File: config.mk
export PLATFORM = sky130hd
export DESIGN_NAME = sos_selector
export DESIGN_NICKNAME = d
export VERILOG_FILES = /design/src/sos_pkg.sv /design/src/sos_selector.sv
export SDC_FILE = /design/constraint.sdc
export NUM_CORES = 1
export LEC_CHECK = 0
export CAP_MARGIN = 15
export CELL_PAD_IN_SITES_DETAIL_PLACEMENT = 1
export CELL_PAD_IN_SITES_GLOBAL_PLACEMENT = 1
export CORE_MARGIN = 10
export CORE_UTILIZATION = 50
export DETAILED_ROUTE_END_ITERATION = 10
export DONT_BUFFER_PORTS = 1
export MAX_ROUTING_LAYER = met4
export PLACE_DENSITY_LB_ADDON = 0.12
export SYNTH_ARGS = -nofsm -noshare
export SYNTH_HDL_FRONTEND = slang
export SYNTH_SLANG_ARGS = --single-unit
File: constraint.sdc
create_clock -name i_mclk -period 4.1 [get_ports i_mclk]
set_input_delay 0.615 -clock i_mclk [delete_from_list [all_inputs] [get_ports i_mclk]]
set_output_delay 0.615 -clock i_mclk [all_outputs]
set_load 0.01 [all_outputs]
File: src/sos_pkg.sv
/*
  Package of the status output selector: register offsets, field positions,
  reset values, function codes and the state and condition carriers.
  Assumes a 32-bit classic Wishbone slave port on a single clock.
*/
package sos_pkg;

  localparam int SOS_NOUT = 6;  // terminals 11..15 then the relay
  localparam int SOS_FUNC_W = 5;

  // byte offsets
  localparam logic [7:0] SOS_FUNC_BASE = 8'h00;  // one word per output, 0x00..0x14
  localparam logic [7:0] SOS_POL_BASE = 8'h18;   // one word per output, 0x18..0x2C
  localparam logic [7:0] SOS_CTRL_OFS = 8'h30;
  localparam logic [7:0] SOS_STAT_OFS = 8'h34;
  localparam logic [7:0] SOS_COND_OFS = 8'h38;

  // control fields
  localparam int SOS_CTRL_TORQUE_EN_BIT = 0;
  localparam int SOS_CTRL_ACODE_LSB = 1;
  localparam logic [1:0] SOS_ACODE_OFF = 2'h0;
  localparam logic [1:0] SOS_ACODE_3BIT = 2'h1;
  localparam logic [1:0] SOS_ACODE_4BIT = 2'h2;

  // status fields
  localparam int SOS_STAT_PIN_LSB = 0;
  localparam int SOS_STAT_FAULT_BIT = 6;
  localparam int SOS_STAT_ABOVE_BIT = 7;

  // polarity codes
  localparam logic SOS_POL_NO = 1'b0;  // code 00
  localparam logic SOS_POL_NC = 1'b1;  // code 01

  // function codes
  localparam logic [4:0] SOS_F_RUN = 5'h00;
  localparam logic [4:0] SOS_F_AT_SET = 5'h01;
  localparam logic [4:0] SOS_F_ABOVE = 5'h02;
  localparam logic [4:0] SOS_F_OVERLOAD = 5'h03;
  localparam logic [4:0] SOS_F_PID = 5'h04;
  localparam logic [4:0] SOS_F_FAULT = 5'h05;
  localparam logic [4:0] SOS_F_AT_THR = 5'h06;
  localparam logic [4:0] SOS_F_TORQUE = 5'h07;
  localparam logic [4:0] SOS_F_PWR_LOSS = 5'h08;
  localparam logic [4:0] SOS_F_LOW_SUP = 5'h09;
  localparam logic [4:0] SOS_F_TQ_LIMIT = 5'h0A;
  localparam logic [4:0] SOS_F_RUN_TIME = 5'h0B;
  localparam logic [4:0] SOS_F_ON_TIME = 5'h0C;
  localparam logic [4:0] SOS_F_HEAT = 5'h0D;
  localparam logic [4:0] SOS_F_BRAKE_REL = 5'h13;
  localparam logic [4:0] SOS_F_BRAKE_ERR = 5'h14;
  localparam logic [4:0] SOS_F_ZERO = 5'h15;
  localparam logic [4:0] SOS_F_VEL_ERR = 5'h16;

  // reset values
  localparam logic [SOS_NOUT-1:0][4:0] SOS_FUNC_RST = {5'h05, 5'h08, 5'h07, 5'h03, 5'h00, 5'h01};
  localparam logic [SOS_NOUT-1:0] SOS_POL_RST = {SOS_POL_NC, {5{SOS_POL_NO}}};
  localparam logic [2:0] SOS_CTRL_RST = 3'h0;

  // status conditions from the drive core, same clock
  typedef struct packed {
    logic run;
    logic speed_at_setpoint;
    logic accelerating;
    logic decelerating;
    logic freq_ge_accel_level;
    logic freq_lt_decel_level;
    logic freq_eq_accel_level;
    logic freq_eq_decel_level;
    logic overcurrent_warning;
    logic pid_error_exceed;
    logic trip;
    logic fault_reset;
    logic excess_torque;
    logic power_loss_flag;
    logic low_supply_flag;
    logic torque_limiting;
    logic run_time_over;
    logic powered_time_over;
    logic motor_overheat;
    logic brake_release;
    logic brake_in_use;
    logic brake_fault;
    logic speed_zero;
    logic velocity_error_exceed;
  } sos_cond_t;

  typedef struct packed {
    logic [SOS_NOUT-1:0][4:0] func;
    logic [SOS_NOUT-1:0] pol;
    logic [2:0] ctrl;
    logic fault_latched_flag;
    logic speed_above_threshold;
    logic [SOS_NOUT-1:0] pins;
    logic ack;
    logic [31:0] rdata;
  } sos_state_t;

endpackage

File: src/sos_selector.sv
/*
  Status output selector: routes one status condition to each of five logic
  terminals and the alarm relay, applies per-output polarity and the optional
  alarm code override; registers over a classic Wishbone slave.
  Assumes the condition inputs and alarm code come from logic on i_mclk.
*/
// Local design decisions: the address map and register access over Wishbone.
// Function
// RL1: each output has own polarity, 00/01
// RL2: terminals 11-15 polarity resets to 00
// RL3: relay polarity resets to 01
// RL4: code 00 follows run state
// RL5: code 01 output at set frequency
// RL6: code 02 set accel, clear decel threshold
// RL7: code 03 output current above overload level
// RL8: code 04 PID error above threshold
// RL9: code 05 latched trip until reset
// RL10: code 06 at accel/decel arrival level
// RL11: code 07 excess torque when detection enabled
// RL12: codes 08 and 09 low supply
// RL13: code 10 torque beyond quadrant limit
// RL14: code 11 run time over limit
// RL15: code 12 powered time over limit
// RL16: code 13 motor thermal limit exceeded
// RL17: code 19 brake release command
// RL18: code 20 brake current too low
// RL19: code 21 encoder pulses stopped
// RL20: code 22 velocity error above threshold
// RL21: alarm code replaces terminals 11-13/14
// RL22: function selects reset 01,00,03,07,08,05
// RL23: polarity applied after selection, every clock
// RL24: undefined codes select constant inactive
module sos_selector
  import sos_pkg::*;
(
  input wire logic i_mclk,
  input wire logic i_rst,
  input wire logic i_wb_cyc,
  input wire logic i_wb_stb,
  input wire logic i_wb_we,
  input wire logic [7:0] i_wb_adr,
  input wire logic [3:0] i_wb_sel,
  input wire logic [31:0] i_wb_dat,
  output logic [31:0] o_wb_dat,
  output logic o_wb_ack,
  input wire sos_cond_t i_cond,
  input wire logic [3:0] i_alarm_code,
  output logic [4:0] o_term,
  output logic o_relay
);

  sos_state_t st;
  sos_state_t next_st;
  logic [31:0] cond_vec;
  logic [SOS_NOUT-1:0] selected;

  // condition vector indexed by function code; holes stay zero
  always_comb begin
    cond_vec = 32'h0000_0000; // RL24
    cond_vec[SOS_F_RUN] = i_cond.run; // RL4
    cond_vec[SOS_F_AT_SET] = i_cond.speed_at_setpoint; // RL5
    cond_vec[SOS_F_ABOVE] = st.speed_above_threshold; // RL6
    cond_vec[SOS_F_OVERLOAD] = i_cond.overcurrent_warning; // RL7
    cond_vec[SOS_F_PID] = i_cond.pid_error_exceed; // RL8
    cond_vec[SOS_F_FAULT] = st.fault_latched_flag; // RL9
    cond_vec[SOS_F_AT_THR] = (i_cond.accelerating & i_cond.freq_eq_accel_level) |
                             (i_cond.decelerating & i_cond.freq_eq_decel_level); // RL10
    cond_vec[SOS_F_TORQUE] = st.ctrl[SOS_CTRL_TORQUE_EN_BIT] & i_cond.excess_torque; // RL11
    cond_vec[SOS_F_PWR_LOSS] = i_cond.power_loss_flag; // RL12
    cond_vec[SOS_F_LOW_SUP] = i_cond.low_supply_flag; // RL12
    cond_vec[SOS_F_TQ_LIMIT] = i_cond.torque_limiting; // RL13
    cond_vec[SOS_F_RUN_TIME] = i_cond.run_time_over; // RL14
    cond_vec[SOS_F_ON_TIME] = i_cond.powered_time_over; // RL15
    cond_vec[SOS_F_HEAT] = i_cond.motor_overheat; // RL16
    cond_vec[SOS_F_BRAKE_REL] = i_cond.brake_release; // RL17
    cond_vec[SOS_F_BRAKE_ERR] = i_cond.brake_in_use & i_cond.brake_fault; // RL18
    cond_vec[SOS_F_ZERO] = i_cond.speed_zero; // RL19
    cond_vec[SOS_F_VEL_ERR] = i_cond.velocity_error_exceed; // RL20
  end

  always_comb begin
    for (int i = 0; i < SOS_NOUT; i++) begin
      selected[i] = cond_vec[st.func[i]];
    end
    // alarm code bits take over the low terminals
    case (st.ctrl[SOS_CTRL_ACODE_LSB +: 2])
      SOS_ACODE_3BIT: begin
        selected[2:0] = i_alarm_code[2:0]; // RL21
      end
      SOS_ACODE_4BIT: begin
        selected[3:0] = i_alarm_code; // RL21
      end
      default: begin
      end
    endcase
  end

  always_comb begin
    logic req;
    logic wr;
    logic [7:0] ofs;
    req = 1'b0;
    wr = 1'b0;
    ofs = 8'h00;
    next_st = st;
    req = i_wb_cyc & i_wb_stb & ~st.ack;
    wr = req & i_wb_we & i_wb_sel[0];
    ofs = i_wb_adr;

    // hysteresis between the two arrival levels
    if (i_cond.accelerating & i_cond.freq_ge_accel_level) begin
      next_st.speed_above_threshold = 1'b1; // RL6
    end else if (i_cond.decelerating & i_cond.freq_lt_decel_level) begin
      next_st.speed_above_threshold = 1'b0; // RL6
    end

    // a trip in the same cycle as the reset wins
    if (i_cond.trip) begin
      next_st.fault_latched_flag = 1'b1; // RL9
    end else if (i_cond.fault_reset) begin
      next_st.fault_latched_flag = 1'b0; // RL9
    end

    next_st.pins = selected ^ st.pol; // RL23 RL1

    next_st.ack = req;
    next_st.rdata = 32'h0000_0000;
    if (req) begin
      for (int i = 0; i < SOS_NOUT; i++) begin
        if (ofs == SOS_FUNC_BASE + 8'(4 * i)) begin
          next_st.rdata = {27'h0, st.func[i]};
          if (wr) begin
            next_st.func[i] = i_wb_dat[4:0];
          end
        end
        if (ofs == SOS_POL_BASE + 8'(4 * i)) begin
          next_st.rdata = {31'h0, st.pol[i]};
          if (wr) begin
            next_st.pol[i] = i_wb_dat[0]; // RL1
          end
        end
      end
      if (ofs == SOS_CTRL_OFS) begin
        next_st.rdata = {29'h0, st.ctrl};
        if (wr) begin
          next_st.ctrl = i_wb_dat[2:0];
        end
      end
      if (ofs == SOS_STAT_OFS) begin
        next_st.rdata = 32'h0000_0000;
        next_st.rdata[SOS_STAT_PIN_LSB +: SOS_NOUT] = st.pins;
        next_st.rdata[SOS_STAT_FAULT_BIT] = st.fault_latched_flag;
        next_st.rdata[SOS_STAT_ABOVE_BIT] = st.speed_above_threshold;
      end
      if (ofs == SOS_COND_OFS) begin
        next_st.rdata = cond_vec;
      end
    end
  end

  always_ff @(posedge i_mclk or posedge i_rst) begin
    if (i_rst) begin
      st <= '0;
      st.func <= SOS_FUNC_RST; // RL22
      st.pol <= SOS_POL_RST; // RL2 RL3
      st.ctrl <= SOS_CTRL_RST;
      // pins idle at the inactive level of each polarity
      st.pins <= SOS_POL_RST; // RL23
    end else begin
      st <= next_st;
    end
  end

  assign o_wb_ack = st.ack;
  assign o_wb_dat = st.rdata;
  assign o_term = st.pins[4:0];
  assign o_relay = st.pins[5];

endmodule // sos_selector

# Yosys cells after proc, flatten, opt, wreduce, memory -nomap -nowiden
# Index checks and enable logic that the tools add are counted.
word_totals:
  register_bits: 80
  latch_bits: 0
  mem_bits_rw: 0
  rom_bits: 0
  input_bits: 77
  output_inout_bits: 39
  n_memories: 0
classes:
  add_sub_neg: 0
  n_mul: 0
  n_div: 0
  magnitude_cmp: 6
  n_eq_ne: 16
  shift: 0
  muxes: 34
  n_bitwise: 13
  reduce_logical: 17
op_table:
  columns: ["cell", "count"]
  rows:
  - ["$mux 32", 15]
  - ["$eq 8x6->1 const B", 7]
  - ["$reduce_and 3->1", 13]
  - ["$lt 5x6->1 const B", 6]
  - ["$eq 8x5->1 const B", 4]
  - ["$bmux 1 s5", 6]
  - ["$eq 8x4->1 const B", 2]
  - ["$mux 1", 11]
  - ["$and 1x1->1", 10]
  - ["$eq 8x3->1 const B", 1]
  - ["$logic_not 8->1", 1]
  - ["$xor 6x6->6", 1]
  - ["$mux 5", 1]
  - ["$reduce_bool 2->1", 2]
  - ["$mux 3", 1]
  - ["$eq 2x1->1 const B", 1]
  - ["$eq 2x2->1 const B", 1]
  - ["$reduce_or 2->1", 1]
  - ["$not 1->1", 1]
  - ["$or 1x1->1", 1]

# Depth between registers and ports, before layout
# Gate-level depths: netlist (run 1).
depth:
  word_depth: 17
  ltp_mapped: 8
  mapped_depth_nobuf: 7

# Worst setup path after synthesis (run 1)
# OpenSTA, ideal clock, no wires.
synth_path:
  kind: "input to register"
  start: "input port i_wb_adr[5]"
  end: "register st[71] (netlist name)"
  setup_time_ns: 0.125
  t_arrival_ns: 2.280
  t_required_ns: 3.975
  path_slack_ns: 1.695
  cell_stages: 6
  path_buffers: 2
  path_cell_list: "buf_2 -> or4b_1 -> buf_2 -> or3_1 -> nor2_4 -> mux2_2"
synth_between:
  elab_chain_len: 2
synth_lines:
  columns: ["element", "line_no", "rtl"]
  rows:
  - ["from (decl)", "sos_selector.sv:41", "input wire logic [7:0] i_wb_adr,"]
  - ["$eq 8x5->1", "sos_selector.sv:130", "if (ofs == SOS_FUNC_BASE + 8'(4 * i)) begin"]
  - ["$reduce_and 3->1 (no source line)", null, null]
  - ["to (signal assigned)", "sos_selector.sv:170", "st <= next_st;"]
  - ["to (decl)", "sos_selector.sv:52", "sos_state_t st;"]
# No other way between the ends.
# A chain may end at the register's enable or synchronous reset.

# Worst setup path in the final report (run 1)
layout_path:
  start: "register st (netlist bit o_wb_ack)"
  end: "register st[41] (netlist name)"
layout_between:
  elab_chain_len: 5
layout_lines:
  columns: ["element", "line_no", "rtl"]
  rows:
  - ["$not 1->1 *", "sos_selector.sv:106", "req = i_wb_cyc & i_wb_stb & ~st.ack;"]
  - ["$and 1x1->1 *", "sos_selector.sv:106", null]
  - ["$and 1x1->1 (2 in a row)", "sos_selector.sv:107", "wr = req & i_wb_we & i_wb_sel[0];"]
  - ["$reduce_and 3->1 (no source line) *", null, null]
# Every way passes the cells marked *; elsewhere a longest branch is shown, timed or not.

==> results of run 1 <==
==> cells by family after synthesis <==
kind of cell	Yosys count
other cells	1
xor+xnor	6
fa+ha+maj	1
simple gates	122
flops	66
compound gates	93
mux	65
buf+inv	75
==> worst max-delay path: cells and delay by family (launching register included) <==
kind          cells  cell delay, ps
mux               1             390
buf+inv           1             390
flops             1             420
simple gates      3            1300
==> flip-flops by register name, summed over array words and instances (netlist names) <==
name	count
o_wb_ack	1
o_wb_dat	18
o_term	5
cond_vec	2
st	39
o_relay	1
==> power by group through the flow <==
stage | Sequential [uW] | Combinational [uW] | Clock [uW]
after floorplan | 680 | 102 | 0
after global placement | 688 | 99.6 | 0
after detailed placement | 689 | 102 | 0
after CTS | 676 | 103 | 561
after global routing | 678 | 113 | 594
final | 676 | 103 | 550
==> stage by stage <==
step / cell area (um^2) / hold WS, ps / power [uW] / worst slack [ps]
floorplan: 4390 / 455 / 782 / 1700
global placement: 4200 / 475 / 788 / 1330
detailed placement: 4200 / 495 / 791 / 1320
CTS: 4390 / 347 / 1340 / 1530
global route: 4390 / 344 / 1380 / 1350
finish: 4390 / 353 / 1330 / 1490
==> synth_stat cells, types with 2 or more instances <==
| master | instances | area, um^2 |
|---|---|---|
| sky130_fd_sc_hd__dfrtp_1 | 55 | 1380 |
| sky130_fd_sc_hd__buf_2 | 3 | 15.0 |
| sky130_fd_sc_hd__mux2i_1 | 12 | 120 |
| sky130_fd_sc_hd__nor3b_1 | 6 | 45.0 |
| sky130_fd_sc_hd__dfstp_2 | 11 | 289 |
| sky130_fd_sc_hd__nand2_1 | 33 | 124 |
| sky130_fd_sc_hd__nor4_1 | 2 | 12.5 |
| sky130_fd_sc_hd__nor2_1 | 26 | 97.6 |
| sky130_fd_sc_hd__a22o_1 | 2 | 17.5 |
| sky130_fd_sc_hd__inv_1 | 17 | 63.8 |
| sky130_fd_sc_hd__buf_4 | 37 | 278 |
| sky130_fd_sc_hd__and3_1 | 8 | 50.1 |
| sky130_fd_sc_hd__nand2b_1 | 3 | 18.8 |
| sky130_fd_sc_hd__mux2_2 | 30 | 338 |
| sky130_fd_sc_hd__nand4_1 | 3 | 18.8 |
| sky130_fd_sc_hd__o21ai_0 | 36 | 180 |
| sky130_fd_sc_hd__mux4_2 | 23 | 518 |
| sky130_fd_sc_hd__a21oi_1 | 16 | 80.1 |
| sky130_fd_sc_hd__a31oi_1 | 11 | 68.8 |
| sky130_fd_sc_hd__o221ai_1 | 3 | 26.3 |
| sky130_fd_sc_hd__clkbuf_1 | 16 | 60.1 |
| sky130_fd_sc_hd__nor4b_1 | 3 | 26.3 |
| sky130_fd_sc_hd__nand3b_1 | 12 | 90.1 |
| sky130_fd_sc_hd__nand3_1 | 9 | 45.0 |
| sky130_fd_sc_hd__o2bb2ai_1 | 2 | 17.5 |
| sky130_fd_sc_hd__xnor2_1 | 6 | 52.6 |
| sky130_fd_sc_hd__a22oi_1 | 4 | 30.0 |
| sky130_fd_sc_hd__a222oi_1 | 2 | 20.0 |
| sky130_fd_sc_hd__o22ai_1 | 6 | 37.5 |
| sky130_fd_sc_hd__or3_1 | 2 | 12.5 |
| sky130_fd_sc_hd__nor3_1 | 9 | 45.0 |
==> cell type report <==
class                           instances  area [um^2]
Timing Repair Buffer                    4         30.0
Inverter                               18         67.6
Clock inverter                          7         70.1
Multi-Input combinational cell        301         2300
Tap cell                              105          131
Fill cell                             943         3950
Sequential cell                        66         1670
Clock buffer                            9          124
==> metal layers <==
metal  vias to the layer above  share of wire
li1                       1476              -
met5                         -              0
met2                       154           0.51
met3                        29          0.065
met4                         0          0.021
met1                      1745           0.41
==> worst max-delay path by stage <==
stage                  end  slack (ps)  cells after the start
floorplan           st[71]        1700                      6
global placement    st[78]        1330                      6
detailed placement  st[41]        1320                      6
CTS                 st[41]        1530                      5
global route        st[43]        1350                      5
finish              st[41]        1490                      5
==> run summary, run 1 <==
STATUS
------------------------------------------------------------------------------------
Status ................................................................    completed

STA
------------------------------------------------------------------------------------
Setup violations, final ...............................................            0
Total negative setup slack ............................................         0 ps
Normalized max-slew margin ............................................        0.360
Max Fclk ..............................................................    0.383 GHz
Measured slew at the worst slew-check pin .............................       959 ps
Final Cycle Share .....................................................        0.638
Final worst path period need ..........................................      2610 ps
RSZ-0062 raised after global routing ..................................           no
Worst clock skew ......................................................      11.3 ps
Final number of hold-violating endpoints ..............................            0
Pins Over Slew Limit ..................................................            0

GLOBAL ROUTE
------------------------------------------------------------------------------------
Antenna violations before repair ......................................            0
Maximum number of pins on one net before global-route repair ..........           46
Global Route Usage Sum ................................................        0.216
Overall overflow remaining after global route .........................            0
Grt peak-use layer ....................................................         met2
GR met3 Demand/Resource ...............................................       0.0512
Number of global-route vias before repair .............................         3642
Global routing usage on met1 ..........................................        0.257
First-pass GRT wire length ............................................     21300 um
Met2 global-route usage ...............................................        0.356

CTS
------------------------------------------------------------------------------------
Buffer levels on the longest clock path ...............................            2
Clock Root Buffer ..................................................... sky130_fd_sc_hd__clkbuf_8
Number of buffers inserted to repair setup after CTS ..................            0
Number of buffers inserted by hold repair at cts ......................            0
Clock slew at reported path FFs .......................................        80 ps
CTS tree ..............................................................         done
Worst-skew pair later-pin latency .....................................       350 ps
Total clock sinks .....................................................           66
H-tree level count ....................................................            3
Number of buffers created by CTS ......................................            9
Number of cells upsized or downsized after cts ........................            0

FLOORPLAN
------------------------------------------------------------------------------------
DIE HEIGHT ............................................................       113 um
Num rows ..............................................................           33
Initial Util ..........................................................        0.521
Ports .................................................................          116
Area of the core ......................................................    8340 um^2
Die Span X ............................................................       113 um
Full die area .........................................................   12800 um^2

CELLS AND AREA
------------------------------------------------------------------------------------
Fraction of final layout cells with drive strength greater than 1 .....        0.225
Nets ..................................................................          478
Final instance count without filler cells .............................          510
Util after Layout .....................................................        0.526
Commonest non-fill, non-tap cell in the layout ........................ sky130_fd_sc_hd__dfrtp_1
Area growth from synthesis to final layout ............................        1.09%
Diode count ...........................................................            0
Top library cells by usage in the layout, fill and taps aside ......... sky130_fd_sc_hd__dfrtp_1 (55), sky130_fd_sc_hd__o21ai_0 (36), sky130_fd_sc_hd__nand2_1 (33)

PLACEMENT
------------------------------------------------------------------------------------
Count of buffers from port buffering ..................................            0
Placed cell count .....................................................          494
Weighted congestion at the end of routability-driven global placement .        0.873
Post-DP HPWL ..........................................................     10200 um

POWER AND IR DROP
------------------------------------------------------------------------------------
Switching power summed over all nets ..................................       347 uW
Power per standard cell area ..........................................  303 nW/um^2
Switching power as a share of total power .............................        0.261
Standby leakage power .................................................   0.00179 uW
Peak VDD IR ...........................................................     0.191 mV
Share of power burned in the clock network ............................        0.414
Comb power frac .......................................................        0.078
Relative contribution of sequential cells to total power ..............        0.509
Internal power of the cells ...........................................       983 uW

CRITICAL PATH
------------------------------------------------------------------------------------
Element type at the critical path start ...............................         flop
Reg-to-Reg End ........................................................       st[41]
Data arrival time of the critical path ................................      2850 ps
RR Startpoint .........................................................     o_wb_ack
Critical Path Max Stage Delay .........................................       510 ps
CP cell instances ..................................................... or2_2, inv_1, nand3_1, nor3_1, mux2_2
Launch point of the worst path ........................................     o_wb_ack
Kind of capture point of the worst setup path .........................         flop
Start-to-end type of the worst setup path ............................. flop to flop
Worst Path Required ...................................................      4330 ps
Crit-path slowest cell ................................................ sky130_fd_sc_hd__nor3_1
Highest net fanout along the worst path ...............................           14
FF-to-FF setup slack ..................................................      1490 ps
Worst Reg2Reg Path Length in Cells ....................................            5

LOGIC SYNTHESIS
------------------------------------------------------------------------------------
Simple logic cell fraction of the synthesized area ....................        0.146
Post-synthesis average cell area ......................................    10.1 um^2
Leading register cell type out of synthesis ........................... sky130_fd_sc_hd__dfrtp_1
Combinational family with the most area after synthesis ............... multiplexers
Post-Synth XOR/XNOR Area ..............................................       0.0121
Yosys warning total ...................................................            0
Compound-Gate Fraction of Synth Area ..................................        0.132
Count of flip-flops with a built-in enable after synthesis ............            0
Post-synthesis cell count .............................................          429
Synthesis-stage register bit count ....................................           66
Adder-cell share of the synthesized area ..............................      0.00288
Yosys cell types ......................................................           52
Ys async rst share ....................................................         1.00
Part of the Yosys area used for sequential elements ...................        0.383
Mux contribution to synthesized area ..................................        0.225
Cell area after synthesis .............................................    4340 um^2

DETAILED ROUTING
------------------------------------------------------------------------------------
Final wirelength ......................................................     13500 um
Number of nets still failing antenna checks after routing .............            0
Via count normalized by instance count ................................         6.67
First drt pass iteration count ........................................            5
Residual DRC ..........................................................            0
Initial DRC Count .....................................................          270
Mean routed wirelength per cell .......................................      26.4 um
Routed vias ...........................................................         3404

RUN
------------------------------------------------------------------------------------
Number of max-cap violations ..........................................            0

MIN PATH
------------------------------------------------------------------------------------
Path type of the worst min-delay path ................................. primary input to asynchronous set/reset pin

(Power assumes the default switching activity.)
==> inputs of run 2 (changes only) <==
--- a/config.mk
+++ b/config.mk
@@ -9,7 +9,7 @@
 export CELL_PAD_IN_SITES_DETAIL_PLACEMENT = 1
 export CELL_PAD_IN_SITES_GLOBAL_PLACEMENT = 1
 export CORE_MARGIN = 10
-export CORE_UTILIZATION = 50
+export CORE_UTILIZATION = 44
 export DETAILED_ROUTE_END_ITERATION = 10
 export DONT_BUFFER_PORTS = 1
 export MAX_ROUTING_LAYER = met4
==> constraint.sdc (replaced) <==
create_clock -name i_mclk -period 2.3 [get_ports i_mclk]
set_input_delay 0.345 -clock i_mclk [delete_from_list [all_inputs] [get_ports i_mclk]]
set_output_delay 0.345 -clock i_mclk [all_outputs]
set_load 0.01 [all_outputs]
==> run summary, run 2 (synthesis results as in run 1) <==
CRITICAL PATH
------------------------------------------------------------------------------------
Data arrival time of the critical path ................................      2530 ps   was 2850 ps
Worst Path Required ...................................................      2580 ps   was 4330 ps
Element type at the critical path start ...............................         flop   unchanged
Highest net fanout along the worst path ...............................            4   was 14
Kind of capture point of the worst setup path .........................         flop   unchanged
CP cell instances ..................................................... mux4_2, mux4_2, nor3b_1, a211oi_2, xnor2_1   was or2_2, inv_1, nand3_1, nor3_1, mux2_2
Critical Path Max Stage Delay .........................................       580 ps   was 510 ps
Crit-path slowest cell ................................................ sky130_fd_sc_hd__dfstp_2   was sky130_fd_sc_hd__nor3_1
Library cell appearing most often on the critical path ................ sky130_fd_sc_hd__mux4_2
Start-to-end type of the worst setup path ............................. flop to flop   unchanged
Worst Reg2Reg Path Length in Cells ....................................            5   unchanged

GLOBAL ROUTE
------------------------------------------------------------------------------------
Global Route Usage Sum ................................................        0.205   was 0.216
First-pass GRT wire length ............................................     22000 um   was 21300 um
Maximum number of pins on one net before global-route repair ..........           44   was 46
Number of global-route vias before repair .............................         3660   was 3642
Overall overflow remaining after global route .........................            0   unchanged
Antenna violations before repair ......................................            0   unchanged

CELLS AND AREA
------------------------------------------------------------------------------------
Nets ..................................................................          494   was 478
Util after Layout .....................................................        0.474   was 0.526
Most flop-heavy register ..............................................           st   unchanged
Area growth from synthesis to final layout ............................        5.65%   was 1.09%
Commonest non-fill, non-tap cell in the layout ........................ sky130_fd_sc_hd__dfrtp_1   unchanged
Top library cells by usage in the layout, fill and taps aside ......... sky130_fd_sc_hd__dfrtp_1 (55), sky130_fd_sc_hd__o21ai_0 (36), sky130_fd_sc_hd__nand2_1 (33)   unchanged
Diode count ...........................................................            0   unchanged
Max FFs per register ..................................................           39   unchanged
Fraction of final layout cells with drive strength greater than 1 .....        0.252   was 0.225

DETAILED ROUTING
------------------------------------------------------------------------------------
First drt pass iteration count ........................................            4   was 5
Initial DRC Count .....................................................          241   was 270
Mean routed wirelength per cell .......................................      25.2 um   was 26.4 um
Residual DRC ..........................................................            0   unchanged
Via count normalized by instance count ................................         6.07   was 6.67
Number of nets still failing antenna checks after routing .............            0   unchanged
Final wirelength ......................................................     14000 um   was 13500 um
Routed vias ...........................................................         3364   was 3404

CTS
------------------------------------------------------------------------------------
Clock slew at reported path FFs .......................................        70 ps   was 80 ps
Number of buffers created by CTS ......................................            9   unchanged
Clock Root Buffer ..................................................... sky130_fd_sc_hd__clkbuf_8   unchanged
H-tree level count ....................................................            3   unchanged
CTS tree ..............................................................         done   unchanged
Total clock sinks .....................................................           66   unchanged
Buffer levels on the longest clock path ...............................            2   unchanged
Worst-skew pair later-pin latency .....................................       370 ps   was 350 ps

FLOORPLAN
------------------------------------------------------------------------------------
Full die area .........................................................   14200 um^2   was 12800 um^2
Ports .................................................................          116   unchanged
Die Span X ............................................................       119 um   was 113 um
Initial Util ..........................................................        0.448   was 0.521
Num rows ..............................................................           36   was 33
DIE HEIGHT ............................................................       119 um   was 113 um
Area of the core ......................................................    9680 um^2   was 8340 um^2

POWER AND IR DROP
------------------------------------------------------------------------------------
Total Power Consumption ...............................................      2520 uW   was 1330 uW
Peak VDD IR ...........................................................     0.332 mV   was 0.191 mV
Standby leakage power .................................................   0.00190 uW   was 0.00179 uW
Power per standard cell area ..........................................  550 nW/um^2   was 303 nW/um^2

PLACEMENT
------------------------------------------------------------------------------------
Post-DP HPWL ..........................................................     10400 um   was 10200 um
Count of buffers from port buffering ..................................            0   unchanged
Weighted congestion at the end of routability-driven global placement .        0.880   was 0.873

MIN PATH
------------------------------------------------------------------------------------
Path type of the worst min-delay path ................................. primary input to flop   was primary input to asynchronous set/reset pin
Depth of the worst hold-timing path ...................................            1

STA
------------------------------------------------------------------------------------
Final worst path period need ..........................................      2250 ps   was 2610 ps
Final number of hold-violating endpoints ..............................            0   unchanged
Max Fclk ..............................................................    0.445 GHz   was 0.383 GHz
Measured slew at the worst slew-check pin .............................       585 ps   was 959 ps
Total negative setup slack ............................................         0 ps   unchanged
Setup violations, final ...............................................            0   unchanged
Normalized max-slew margin ............................................        0.605   was 0.360
Final Cycle Share .....................................................        0.978   was 0.638
Worst clock skew ......................................................      13.4 ps   was 11.3 ps
Tightest hold margin ..................................................      70.7 ps   was 353 ps
Pins Over Slew Limit ..................................................            0   unchanged
RSZ-0062 raised after global routing ..................................          yes   was no

RUN
------------------------------------------------------------------------------------
Number of max-cap violations ..........................................            0   unchanged

STATUS
------------------------------------------------------------------------------------
Status ................................................................    completed   unchanged

==> run 2: cell types whose count changed in the layout (fill, tap and decap cells not counted), sizes merged <==
cell,delta
buf,+15
clkinvlp,-3
clkbuf,+2
bufinv,+1
dlygate4sd3,+1
==> run 2: power by group <==
group          leakage [uW]  internal [uW]  switching, uW
Combinational      0.000962           89.1            109
Sequential         0.000831           1180           26.8
Clock              0.000109            637            483
==> run 2: path summary, 6_finish.rpt <==
check,startpoint,to,slack [ps]
worst max-delay path,st[65],o_term[3],50
worst min-delay path,i_cond[13],cond_vec[5],70
worst max register to register,st[65],o_term[3],50
worst min register to register,st[45],o_term[1],500
max in group asynchronous,i_rst,st[49],1110
min in group asynchronous,i_rst,st[63],490
==> run 2: area by class of cell <==
type	count	area, um^2
repair buffers	20	165
clock buffers	11	141
inverters	18	67.6
flip-flops and latches	66	1670
clock inverters	5	77.6
multi-input cells	301	2300
fillers	1071	5100
well taps	133	166
==> run 2: critical path: cells and delay by family (launching register included) <==
family	cells	cell delay [ps]
compound gates	1	280
mux	2	990
simple gates	1	160
flops	1	580
xor+xnor	1	150
==> run 2: routing by layer <==
| layer | GRT usage | part of all wire | vias to the layer above |
|---|---|---|---|
| met2 | 0.329 | 0.50 | 115 |
| li1 | - | - | 1506 |
| met1 | 0.245 | 0.40 | 1721 |
| met3 | 0.0534 | 0.084 | 22 |
| met5 | - | 0 | - |
| met4 | 0.0732 | 0.022 | 0 |
==> run 2: through the flow <==
stage	worst slack, ps	cell area [um^2]	cells
after floorplan	56.3	4390	442
after global placement	86.4	4350	536
after detailed placement	84.6	4350	536
after CTS	55.6	4580	553
after global routing	-12.6	4590	554
final	51.5	4590	554
==> run 2: what timing repair did <==
item / CTS / global route
resized for setup: 0 / 2
hold endpoints to repair: 20 / 0
setup endpoints to repair: 0 / 1
setup buffers: 0 / 1
hold buffers: 1 / 0
